[src/inc/wdr_pkg.sv]
// Package of constants and types for the watchdog register interface.
package wdr_pkg;

   // ----------------------------------------------------------------
   // Register byte offsets.
   // ----------------------------------------------------------------
   localparam logic [11:0] OFF_START = 12'h000;
   localparam logic [11:0] OFF_EXPIRY = 12'h100;
   localparam logic [11:0] OFF_INTEN_SET = 12'h304;
   localparam logic [11:0] OFF_INTEN_CLR = 12'h308;
   localparam logic [11:0] OFF_RUN_STATE = 12'h400;
   localparam logic [11:0] OFF_REQ_STATE = 12'h404;
   localparam logic [11:0] OFF_RELOAD_CNT = 12'h504;
   localparam logic [11:0] OFF_SLOT_EN = 12'h508;
   localparam logic [11:0] OFF_PAUSE_CFG = 12'h50C;
   localparam logic [11:0] OFF_SLOT_BASE = 12'h600;
   localparam logic [11:0] OFF_SLOT_LAST = 12'h61C;

   // ----------------------------------------------------------------
   // Reset values, field positions and magic value.
   // ----------------------------------------------------------------
   localparam logic [31:0] RST_RELOAD_CNT = 32'hFFFFFFFF;
   localparam logic [7:0] RST_SLOT_EN = 8'h01;
   localparam logic [1:0] RST_PAUSE_CFG = 2'h1;
   localparam logic [31:0] MIN_RELOAD_CNT = 32'h0000000F;
   localparam logic [31:0] RELOAD_MAGIC = 32'h6E524635;
   localparam int CFG_SLEEP_BIT = 0;
   localparam int CFG_HALT_BIT = 3;
   localparam int NUM_SLOTS = 8;

   // ----------------------------------------------------------------
   // Timing: system clock and low-frequency tick.
   // ----------------------------------------------------------------
   localparam int REF_CLK_HZ = 20000000;
   localparam int LF_CLK_HZ = 32768;
   // Ticks of the 20 MHz clock per low-frequency cycle, rounded down.
   localparam int LF_DIV_CYCLES = REF_CLK_HZ / LF_CLK_HZ;
   localparam logic [9:0] LF_DIV_LAST = 10'(LF_DIV_CYCLES - 1);
   // Reset postponement in low-frequency cycles with interrupt enabled.
   localparam logic [1:0] RESET_DELAY_LF = 2'h2;

   // Watchdog sequence states.
   typedef enum logic [3:0] {
      WDR_IDLE = 4'b0001,
      WDR_RUN = 4'b0010,
      WDR_HOLD = 4'b0100,
      WDR_FIRE = 4'b1000
   } wdr_state_e;

   // APB request carried as one bundle.
   typedef struct packed {
      logic sel;
      logic enable;
      logic write;
      logic [11:0] addr;
      logic [31:0] wdata;
   } wdr_apb_req_s;

endpackage

[src/logic/wdr_watchdog.sv]
// Watchdog down-counter with its APB register interface.
//
// The implementer's own choice: the APB interface to the registers.
`timescale 1ns/1ps
`default_nettype none

module wdr_watchdog
   import wdr_pkg::*;
(
   // Clock and reset.
   input wire logic ref_clk,
   input wire logic nrst,
   // APB slave.
   input wire logic psel,
   input wire logic penable,
   input wire logic pwrite,
   input wire logic [11:0] paddr,
   input wire logic [31:0] pwdata,
   output logic [31:0] prdata,
   output logic pready,
   output logic pslverr,
   // Processor state pins, asynchronous.
   input wire logic cpuSleep,
   input wire logic cpuHalt,
   // Outputs to the system.
   output logic irq,
   output logic wdtResetReq
);

   // ----------------------------------------------------------------
   // Declarations.
   // ----------------------------------------------------------------
   wdr_apb_req_s req;
   wdr_state_e state_q, state_d;
   logic [1:0] sleepSync_q, haltSync_q;
   logic [9:0] div_q;
   logic lfTick;
   logic [31:0] count_q;
   logic [31:0] reload_q;
   logic [7:0] slotEn_q;
   logic [1:0] cfg_q;
   logic [7:0] pending_q;
   logic expiry_q, intEn_q;
   logic [1:0] delay_q;
   logic [31:0] prdata_q;
   logic wrAcc, rdAcc, started, paused, expire, reloadNow;
   logic hitStart, hitExp, hitSet, hitClr, hitRun, hitReq;
   logic hitCnt, hitEn, hitCfg, hitSlot, mapped, magic;
   logic [2:0] slotIdx;
   logic [7:0] slotFed;
   logic [31:0] rdMux;
   logic ack_q, rdLaunch;

   // ----------------------------------------------------------------
   // Bus decode. Every access has one wait state, so that read data
   // comes from a register rather than straight from the multiplexer.
   // ----------------------------------------------------------------
   assign req = '{sel: psel, enable: penable, write: pwrite,
                  addr: paddr, wdata: pwdata};
   assign pready = ack_q;
   // Writes and errors take effect only at the completing edge.
   assign wrAcc = req.sel && req.enable && req.write && ack_q;
   assign rdAcc = req.sel && req.enable && !req.write && ack_q;
   assign rdLaunch = req.sel && req.enable && !req.write && !ack_q;
   assign hitStart = req.addr == OFF_START;
   assign hitExp = req.addr == OFF_EXPIRY;
   assign hitSet = req.addr == OFF_INTEN_SET;
   assign hitClr = req.addr == OFF_INTEN_CLR;
   assign hitRun = req.addr == OFF_RUN_STATE;
   assign hitReq = req.addr == OFF_REQ_STATE;
   assign hitCnt = req.addr == OFF_RELOAD_CNT;
   assign hitEn = req.addr == OFF_SLOT_EN;
   assign hitCfg = req.addr == OFF_PAUSE_CFG;
   assign hitSlot = req.addr >= OFF_SLOT_BASE &&
                    req.addr <= OFF_SLOT_LAST && req.addr[1:0] == 2'h0;
   assign mapped = hitStart | hitExp | hitSet | hitClr | hitRun |
                   hitReq | hitCnt | hitEn | hitCfg | hitSlot;
   // Unmapped addresses answer with an error; misses never write.
   assign pslverr = req.sel && req.enable && ack_q && !mapped;
   assign slotIdx = req.addr[4:2];
   assign magic = req.wdata == RELOAD_MAGIC;
   assign started = state_q != WDR_IDLE;

   // Read multiplexer; slots are write-only and read as zero.
   assign rdMux = hitExp ? {31'h0, expiry_q} :
                  (hitSet | hitClr) ? {31'h0, intEn_q} :
                  hitRun ? {31'h0, started} :
                  hitReq ? {24'h0, pending_q} :
                  hitCnt ? reload_q :
                  hitEn ? {24'h0, slotEn_q} :
                  hitCfg ? {28'h0, cfg_q[1], 2'h0, cfg_q[0]} :
                  32'h0;

   // Ready rises in the second access cycle and drops after completion.
   always_ff @(posedge ref_clk or negedge nrst) begin
      if (!nrst) begin
         ack_q <= 1'b0;
      end else begin
         ack_q <= req.sel && req.enable && !ack_q;
      end
   end

   // Read data captured in the wait cycle and held until the next read.
   always_ff @(posedge ref_clk or negedge nrst) begin
      if (!nrst) begin
         prdata_q <= 32'h0;
      end else if (rdLaunch) begin
         prdata_q <= rdMux;
      end
   end
   assign prdata = prdata_q;

   // ----------------------------------------------------------------
   // Pin synchronisers and low-frequency tick divider.
   // ----------------------------------------------------------------
   always_ff @(posedge ref_clk or negedge nrst) begin
      if (!nrst) begin
         sleepSync_q <= 2'h0;
         haltSync_q <= 2'h0;
      end else begin
         sleepSync_q <= {sleepSync_q[0], cpuSleep};
         haltSync_q <= {haltSync_q[0], cpuHalt};
      end
   end

   // The tick approximates 32.768 kHz; the integer divide costs accuracy.
   assign lfTick = div_q == LF_DIV_LAST;
   always_ff @(posedge ref_clk or negedge nrst) begin
      if (!nrst) begin
         div_q <= 10'h0;
      end else begin
         div_q <= lfTick ? 10'h0 : div_q + 10'h1;
      end
   end

   // Counting stops in sleep or halt unless configured to run.
   assign paused = (sleepSync_q[1] && !cfg_q[0]) ||
                   (haltSync_q[1] && !cfg_q[1]);

   // ----------------------------------------------------------------
   // Configuration registers, locked once started.
   // ----------------------------------------------------------------
   always_ff @(posedge ref_clk or negedge nrst) begin
      if (!nrst) begin
         reload_q <= RST_RELOAD_CNT;
         slotEn_q <= RST_SLOT_EN;
         cfg_q <= RST_PAUSE_CFG;
      end else if (wrAcc && !started) begin
         if (hitCnt) begin
            reload_q <= req.wdata;
         end
         if (hitEn) begin
            slotEn_q <= req.wdata[7:0];
         end
         if (hitCfg) begin
            cfg_q <= {req.wdata[CFG_HALT_BIT], req.wdata[CFG_SLEEP_BIT]};
         end
      end
   end

   // ----------------------------------------------------------------
   // Reload slots: one pending bit per slot, rearmed on reload.
   // ----------------------------------------------------------------
   assign slotFed = (wrAcc && hitSlot && magic) ?
                    (8'h01 << slotIdx) : 8'h00;
   // Reload when no enabled slot remains pending after this write.
   assign reloadNow = state_q == WDR_RUN &&
                      ((pending_q & ~slotFed) == 8'h00);
   always_ff @(posedge ref_clk or negedge nrst) begin
      if (!nrst) begin
         pending_q <= 8'h00;
      end else if (!started || reloadNow) begin
         pending_q <= slotEn_q;
      end else begin
         pending_q <= pending_q & ~slotFed;
      end
   end

   // ----------------------------------------------------------------
   // Down-counter: period is (count + 1) low-frequency cycles.
   // ----------------------------------------------------------------
   assign expire = state_q == WDR_RUN && lfTick && !paused &&
                   count_q == 32'h0 && !reloadNow;
   always_ff @(posedge ref_clk or negedge nrst) begin
      if (!nrst) begin
         count_q <= RST_RELOAD_CNT;
      end else if (!started || reloadNow) begin
         count_q <= reload_q;
      end else if (state_q == WDR_RUN && lfTick && !paused &&
                   count_q != 32'h0) begin
         count_q <= count_q - 32'h1;
      end
   end

   // ----------------------------------------------------------------
   // Sequence: idle, run, optional two-cycle hold, then reset.
   // ----------------------------------------------------------------
   always_comb begin
      state_d = state_q;
      case (state_q)
         WDR_IDLE: begin
            if (wrAcc && hitStart && req.wdata[0]) begin
               state_d = WDR_RUN;
            end
         end
         WDR_RUN: begin
            if (expire) begin
               state_d = intEn_q ? WDR_HOLD : WDR_FIRE;
            end
         end
         WDR_HOLD: begin
            if (lfTick && delay_q == RESET_DELAY_LF - 2'h1) begin
               state_d = WDR_FIRE;
            end
         end
         WDR_FIRE: state_d = WDR_FIRE;
         default: state_d = WDR_IDLE;
      endcase
   end

   // Hold counter for the postponed reset; unpausable once expired.
   always_ff @(posedge ref_clk or negedge nrst) begin
      if (!nrst) begin
         state_q <= WDR_IDLE;
         delay_q <= 2'h0;
      end else begin
         state_q <= state_d;
         if (state_q != WDR_HOLD) begin
            delay_q <= 2'h0;
         end else if (lfTick) begin
            delay_q <= delay_q + 2'h1;
         end
      end
   end
   // Reset stays requested until the system reset clears the block.
   assign wdtResetReq = state_q == WDR_FIRE;

   // ----------------------------------------------------------------
   // Event flag, interrupt enable and interrupt output.
   // ----------------------------------------------------------------
   always_ff @(posedge ref_clk or negedge nrst) begin
      if (!nrst) begin
         expiry_q <= 1'b0;
         intEn_q <= 1'b0;
      end else begin
         // A new expiry wins over a clearing write in the same cycle.
         if (expire) begin
            expiry_q <= 1'b1;
         end else if (wrAcc && hitExp) begin
            expiry_q <= req.wdata[0];
         end
         if (wrAcc && hitSet && req.wdata[0]) begin
            intEn_q <= 1'b1;
         end else if (wrAcc && hitClr && req.wdata[0]) begin
            intEn_q <= 1'b0;
         end
      end
   end
   assign irq = expiry_q && intEn_q;
endmodule

`default_nettype wire

[config.mk]
export PLATFORM = sky130hd
export DESIGN_NAME = wdr_watchdog
export DESIGN_NICKNAME = d
export VERILOG_FILES = /design/src/inc/wdr_pkg.sv /design/src/logic/wdr_watchdog.sv
export SDC_FILE = /design/constraint.sdc
export NUM_CORES = 1
export LEC_CHECK = 0
export ABC_CLOCK_PERIOD_IN_PS = 2940
export BUFFER_PORTS_ARGS = -buffer_cell sky130_fd_sc_hd__buf_2
export CAP_MARGIN = 30
export CORE_ASPECT_RATIO = 0.75
export CORE_MARGIN = 5
export CORE_UTILIZATION = 30
export DETAILED_ROUTE_END_ITERATION = 8
export GPL_TIMING_DRIVEN = 0
export HOLD_SLACK_MARGIN = 0.06
export PLACE_DENSITY_LB_ADDON = 0.2
export RECOVER_POWER = 25
export SLEW_MARGIN = 40
export SYNTH_ARGS = -nofsm -noshare
export SYNTH_HDL_FRONTEND = slang
export SYNTH_SLANG_ARGS = --single-unit
[constraint.sdc]
create_clock -name ref_clk -period 2.94 [get_ports ref_clk]
set_input_delay 0.588 -clock ref_clk [delete_from_list [all_inputs] [get_ports ref_clk]]
set_output_delay 0.588 -clock ref_clk [all_outputs]
set_load 0.05 [all_outputs]
## Word-level counts from Yosys, hierarchy flattened

Index checks and enable logic that the tools add are counted.

| storage, ports and cells | value |
|---|---|
| word-level logic and storage cells | 128 |
| register bits after elaboration | 137 |
| output and inout port bits | 36 |

| cells by class | value |
|---|---|
| muxes and demuxes | 23 |
| bitwise gates (word level) | 12 |
| shift-type cells | 1 |
| $add $sub $neg | 3 |
| magnitude comparators | 2 |
| reduce and logical (&&, ||, !) cells | 53 |
| eq/ne operators | 20 |

Operators by type and width:

| cell | number |
|---|---|
| two-way mux 32 bit | 7 |
| equality test 12 x 11 -> 1 bit, second input constant | 5 |
| equality test 32 x 31 -> 1 bit, second input constant | 1 |
| zero test 32 bit | 1 |
| nonzero test 32 bit | 1 |
| subtractor 32 x 1 -> 32 bit, second input constant | 1 |
| logical AND 1 bit | 30 |
| equality test 12 x 10 -> 1 bit, second input constant | 2 |
| two-way mux 8 bit | 3 |
| two-way mux 4 bit | 5 |
| one-hot mux 4 bit (4 select lines) | 1 |
| equality test 12 x 9 -> 1 bit, second input constant | 1 |
| >= comparator 12 x 11 -> 1 bit, second input constant | 1 |
| less-or-equal comparator 12 x 11 -> 1 bit, second input constant | 1 |
| zero test 12 bit | 1 |
| adder 10 x 1 -> 10 bit, second input constant | 1 |
| equality test 10 bit, second input constant | 1 |
| two-way mux 10 bit | 1 |
| OR 1 bit | 10 |
| AND 8 bit | 1 |
| zero test 1 bit | 8 |
| zero test 8 bit | 1 |
| NOT 8 bit | 1 |
| nonzero test 2 bit | 4 |
| 16 further kinds | 25 |

## Longest topological paths before layout

Gate-level depths: netlist (run 1).

| depth | value |
|---|---|
| depth in word-level cells | 14 |
| gate-level depth with buffers | 10 |

## Least setup slack after synthesis (run 1)

No wires, ideal clock.

| path | value |
|---|---|
| kind | input to output |
| start | input port paddr[3] |
| end | output port pslverr |
| arrival | 2745 ps |
| setup slack | -393 ps |
| cell stages on the path | 6 |
| data required time | 2352 ps |
| buffers on the path | 1 |
| cell sequence | clkbuf_1 or2_2 nor4_1 a21oi_1 o2111ai_1 nor4_1 |

| on the way | value |
|---|---|
| cells in the longest elaborated chain, start to end | 12 |
| elaborated cells between the ends (all ways) | 24 |

Ends and longest elaborated chain:

| what | RTL line | RTL |
|---|---|---|
| start, declared | wdr_watchdog.sv:17 | `input wire logic [11:0] paddr,` |
| equality test 12 x 9 -> 1 bit or zero test 12 bit (tied branches) | wdr_watchdog.sv:66, wdr_watchdog.sv:65 |  |
| OR 1 bit (5 in series) | wdr_watchdog.sv:76 | `assign mapped = hitStart \| hitExp \| hitSet \| hitClr \| hitRun \|` |
| OR 1 bit (3 in series) | wdr_watchdog.sv:77 | `hitReq \| hitCnt \| hitEn \| hitCfg \| hitSlot;` |
| OR 1 bit (*) | wdr_watchdog.sv:77 |  |
| zero test 1 bit (*) | wdr_watchdog.sv:79 | `assign pslverr = req.sel && req.enable && ack_q && !mapped;` |
| logical AND 1 bit (*) | wdr_watchdog.sv:79 |  |
| end, declared | wdr_watchdog.sv:21 | `output logic pslverr,` |

Every way passes the cells marked *; elsewhere a longest branch is shown, timed or not.

## Worst setup path after layout (run 1)

Same ends and word-level chain as after synthesis.

==> results.toml, run 1 <==
[status]
outcome = "finished with violations"
violations = "max-capacitance violations, max-slew violations"

[sta]
fin_skew_ns = 0.01094
setup_viol = 0
relSlewSlack_pct = -9.310
timing_hold_violations_final = 0
period_minus_slack_ns = 2.840
maxSlewViolCount = 64
worst_slew_pin_slew_ns = 1.640
max_freq_mhz = 352.1
fin_crit_sh_pct = 96.61
finalSetupTns_ns = 0
hold_ws_ns = 0.2777
fin_ws_ns = 0.09977
rsz0062_at_grt = "no"

[detailed_routing]
firstDrtPassIters = 6
vias = 5086
wirelength_um = 18150
drcViolationCount = 0
first_iter_violations = 286
vias_per_cell = 5.046
drtAntennaViolNets = 0
wire_per_inst_um = 18.00

[synthesis]
synth_cell_type_count = 52
synth-edff-count = 0
yosys-top-cells-area = "dfstp_2 (27%), dfrtp_1 (27%), mux2_2 (7.8%)"
synth_flop_cell = "dfrtp_1"
yosysTopAreaCell = "dfstp_2"
yosysMostFrequentCell = "nand2_1"
synth_cells = 593
async_flop_share_pct = 100.0
syn_area_per_cell_um2 = 10.99
syn_area_um2 = 6519
yosysTopAreaCellShare_pct = 27.01
ys_seq_area_share_pct = 53.88
yosys-top-cells-count = "nand2_1 (72), dfrtp_1 (70), dfstp_2 (67)"
ys_ff_latch = 137
yosysWarnings = 0
syn-num-nets = 648

[die]
die_area_um2 = 24810
chipHeight_um = 137.7
core-area_um2 = 21240
io_pins = 87
fp.dieW_um = 180.2
rows = 46
start_util_pct = 30.69

[layout]
area_growth_pct = 24.11
fin_cells = 1008
drive_gt1_share_pct = 37.36
nNetsFinal = 762
fillers = 2117
design_area_um2 = 8090
diodes = 0

[power_and_ir_drop]
switching_share_pct = 28.80
combPwrFrac_pct = 14.7
p_leak_nw = 3.513
switchingPower_mw = 1.384
intPower_mw = 3.421
peakVddDrop_mv = 0.3403
clkPwrFrac_pct = 44.7
pwr-share-seq_pct = 40.6
power-per-cell-area_nw_per_um2 = 593.9

[worst_setup_path]
endpoint_kind = "primary output"
critPathArrivalTime_ns = 2.25
cp_data_required_time_ns = 2.35
crit_path_start_kind = "input port"
timing.reg2reg.worst_path_depth = 8
setup.worst_path.class = "in -> out"
crit_fanout = 10

[clocking]
clock_latency_ns = 0.43
path_clk_slew_ns = 0.06
h-tree-depth = 4
cts_root_buf = "clkbuf_16"
clock_path_buffers = 2
cts_sinks = 137
cts_tree = "done"
cts-buffers-inserted = 17

[global_routing]
grt_pass1_wl_um = 28940
grt_max_degree = 75
grt_antenna_before_repair = 0
first_global_vias = 5213
grt_overflow = 0
track_usage_pct = 14.97

[placement]
place_area_um2 = 7370
gp_congestion = 0.8960
port_buffers = 86
dpl_worst_slack_ns = -0.9405
dp_hpwl_um = 13470
dp.cells = 968

[min_path]
min_path_cells = 1
holdCritPathClass = "in -> reg"

[run]
max-cap-violations = 1
-- critical path, stage by stage --
cell	delay (ns)
buf_2	0.14
clkbuf_1	0.42
xor2_1	0.21
nand2b_1	0.12
a211oi_1	0.44
nor4_2	0.10
buf_2	0.23
-- power groups by stage --
| stage | registers, mW | logic [mW] | clock network (mW) |
|---|---|---|---|
| after floorplan | 1.97 | 0.390 | 0 |
| after global placement | 1.97 | 0.669 | 0 |
| after detailed placement | 1.97 | 0.685 | 0 |
| after CTS | 1.94 | 0.712 | 2.20 |
| after global routing | 1.95 | 0.781 | 2.29 |
| final | 1.95 | 0.708 | 2.15 |
-- area by class of cell --
class                      count  area (um2)  area share, %
buffer                        23       100.1          1.237
clock buffer                  19       452.9          5.599
inverter                      10       37.54         0.4640
timing repair buffer          95       518.0          6.403
clock inverter                13       143.9          1.779
sequential                   137        3512          43.41
multi-input combinational    423        2965          36.65
tap                          288       360.3          4.454
-- registers in the layout, summed over array words and instances (netlist names), 4 cells and up --
name	count
count_q	32
prdata	32
reload_q	32
div_q	10
pending_q	8
slotEn_q	8
state_q	4
-- cell usage in the layout, fill, tap and decap left out, types with 12 or more instances in the layout --
cell type,count
o21ai_0,23
dfstp_2,67
nor2_1,34
clkbuf_1,12
nor4_1,12
clkbuf_16,17
xnor2_1,19
a22o_1,26
xor2_1,22
nand2_1,72
nand3_1,14
mux2_2,45
buf_2,94
o21ai_1,27
dfrtp_1,70
-- metrics by stage --
| step | total power [mW] | util (%) |
|---|---|---|
| floorplan | 2.356 | - |
| detailed placement | 2.657 | 34.70 |
| CTS | 4.859 | 37.92 |
| global placement | 2.635 | 34.45 |
| global route | 5.024 | 38.09 |
| finish | 4.805 | 38.09 |
-- final timing paths --
| path | start | end | slack, ns |
|---|---|---|---|
| min in group asynchronous | nrst | delay_q[0] | 0.58 |
| max in group asynchronous | nrst | count_q[14] | 1.25 |
| worst min-delay path | cpuSleep | sleepSync_q[0] | 0.28 |
| worst max register to register | state_q[3] | count_q[22] | 0.23 |
| worst max-delay path | paddr[3] | pslverr | 0.1 |
| worst min register to register | sleepSync_q[0] | sleepSync_q[1] | 0.36 |
-- per-layer routing --
metal  routed length, um  GRT usage (%)  vias up
met5                   0              0        -
met4                 267          4.828        0
met3                 745          3.431       22
met2                7853          22.09      118
met1                9278          21.78     2549
li1                    -              -     2397
-- cells by family (layout without fill, tap and decap cells) --
family | after synthesis | after routing | share of synthesized area [%]
flip-flops | 137 | 137 | 53.88
AO/OA/AOI/OAI | 108 | 108 | 11.48
AND/OR/NAND/NOR | 224 | 224 | 18.37
buffers and inverters | 33 | 160 | 2.073
adder cells (fa/ha/maj) | 4 | 4 | 0.7678
XOR/XNOR | 41 | 41 | 5.509
multiplexers | 46 | 46 | 7.927
-- timing repair --
item,4_1_cts,5_1_grt
hold buffers,0,0
setup buffers,6,2
pin swaps,5,2
setup endpoints to repair,85,77
resized for setup,7,7
Note: power is estimated with default switching activity, not from simulation.
==> inputs of run 2 (changes only) <==
--- a/config.mk
+++ b/config.mk
@@ -8,6 +8,8 @@
 export ABC_CLOCK_PERIOD_IN_PS = 2940
 export BUFFER_PORTS_ARGS = -buffer_cell sky130_fd_sc_hd__buf_2
 export CAP_MARGIN = 30
+export CELL_PAD_IN_SITES_DETAIL_PLACEMENT = 1
+export CELL_PAD_IN_SITES_GLOBAL_PLACEMENT = 2
 export CORE_ASPECT_RATIO = 0.75
 export CORE_MARGIN = 5
 export CORE_UTILIZATION = 30
==> run 2 against run 1 <==
Compared with the run above: the run now ends clean; critical endpoint is now count_q[22]; final cell count grew 0.20%; total power grew 4.3%; routed wire length grew 9.0%; hold slack lost 0.0079 ns; design area grew 1.3%; die area is the same; critical path type is now in -> reg; clock power grew 6%; largest power group unchanged; first-iteration DRC count grew 13%; sequential power is essentially flat; sequential share of layout area shrank 0.54 points; count of clock-buffer cells in the layout is the same; register-to-register slack lost 0.02 ns.
==> results.toml, run 2 (synthesis gave the netlist of run 1 again) <==
[sta]
finalSetupTns_ns = 0
fin_crit_sh_pct = 96.37
period_minus_slack_ns = 2.833
worst_slew_pin_slew_ns = 1.243
timing_hold_violations_final = 0
max_freq_mhz = 353.0
relSlewSlack_pct = 17.13
maxSlewViolCount = 0
setup_viol = 0
fin_skew_ns = 0.01034
rsz0062_at_grt = "no"
hold_ws_ns = 0.2698

[global_routing]
grt_pass1_wl_um = 32060
grt_max_degree = 62
first_global_vias = 5616
grt_antenna_before_repair = 0
track_usage_pct = 16.47
met2_usage_pct = 24.70
grt_overflow = 0
met3_usage_pct = 3.246
met1_usage_pct = 24.15
busiest_layer = "met2"

[die]
rows = 46
start_util_pct = 30.69
core-area_um2 = 21240
fp.dieW_um = 180.2
chipHeight_um = 137.7
die_area_um2 = 24810
io_pins = 87

[worst_setup_path]
cp-startpoint = "pwdata[7]"
crit_fanout = 10
critPathArrivalTime_ns = 3.18
cp_data_required_time_ns = 3.29
setup.worst_path.class = "in -> reg"
ff2ff_setup_slack_ns = 0.21
reg2reg_from = "pready"
crit_path_start_kind = "input port"
endpoint_kind = "flip-flop"

[layout]
nNetsFinal = 765
area_growth_pct = 25.68
final_common_cell = "buf_2"
diodes = 0
mostFrequentLayoutCells = "buf_2 (94), nand2_1 (72), dfrtp_1 (70)"
drive_gt1_share_pct = 37.81

[detailed_routing]
wirelength_um = 19790
vias = 5186
first_iter_violations = 324
drcViolationCount = 0
vias_per_cell = 5.135
firstDrtPassIters = 6
drtAntennaViolNets = 0
wire_per_inst_um = 19.59

[power_and_ir_drop]
p_leak_nw = 3.548
power-per-cell-area_nw_per_um2 = 611.7
peakVddDrop_mv = 0.3178
power_mw = 5.011

[clocking]
clock_latency_ns = 0.43
h-tree-depth = 4
cts-buffers-inserted = 17
clock_path_buffers = 2
cts_root_buf = "clkbuf_16"
path_clk_slew_ns = 0.06
cts_sinks = 137
cts_tree = "done"

[run]
max-cap-violations = 0

[placement]
gp_congestion = 0.8414
dp_hpwl_um = 14720
port_buffers = 86

[status]
outcome = "complete, no violations"

[min_path]
hp-start = "cpuHalt"
holdCritPathClass = "in -> reg"
## run 2: cell types whose count changed in the layout (fill, tap and decap cells not counted), sizes merged
cell | previous run | this run
dlygate4sd3 | 0 | 1
bufinv | 2 | 4
inv | 12 | 10
clkbuf | 34 | 33
buf | 103 | 106
clkinvlp | 4 | 3
## run 2: worst paths after layout
path / to / depth (start not counted)
worst max-delay path: count_q[22] / 11
worst min-delay path: haltSync_q[0] / 1
worst max register to register: count_q[22] / 9
worst min register to register: haltSync_q[1] / 0
max in group asynchronous: state_q[0] / 4
min in group asynchronous: prdata[27] / 2
## run 2: layer usage
metal	vias up	part of all wire [%]
met5	-	0
met4	0	1.2
met3	19	3.4
met2	98	44
met1	2673	51
li1	2396	-
## run 2: worst max-delay path: stages
cell and delay, ns:
buf_2 0.13, nor4bb_2 0.41, nand4_1 0.14, buf_4 0.19, nor4_4 0.38, a31oi_1 0.25, o41ai_4 0.44, buf_12 0.18
buf_2 0.24, nand2_1 0.13, o21ai_1 0.10
## run 2: stage by stage
step                      setup slack (ns)  util [%]  area (um2)  instances
after global placement              -1.286     34.45        7316        967
after CTS                        0.0008642     38.32        8138       1007
after detailed placement            -1.285     34.94        7420        971
after global routing               0.03385     38.58        8193       1010
final                               0.1067     38.58        8193       1010
after floorplan                     0.1809         -        6525        593
## run 2: cell type report
type,instances,area (um2)
fill,2348,13050
sequential,137,3512
tap,288,360.3
clock buffer,19,442.9
timing repair buffer,100,586.8
clock inverter,12,175.2
multi-input combinational,423,2982
inverter,10,37.54
buffer,21,96.34
## run 2: report_power, final
part	leakage, nW	switching, mW	internal, mW
Clock	0.295	0.837	1.43
Combinational	1.62	0.552	0.245
Sequential	1.64	0.0267	1.92
Total	3.55	1.42	3.60
## run 2: timing repair
item,in CTS,in global routing
hold buffers,1,0
setup endpoints to repair,81,54
pin swaps,3,2
buffers inserted,4,5
hold endpoints to repair,16,0
gates resized for setup,9,7
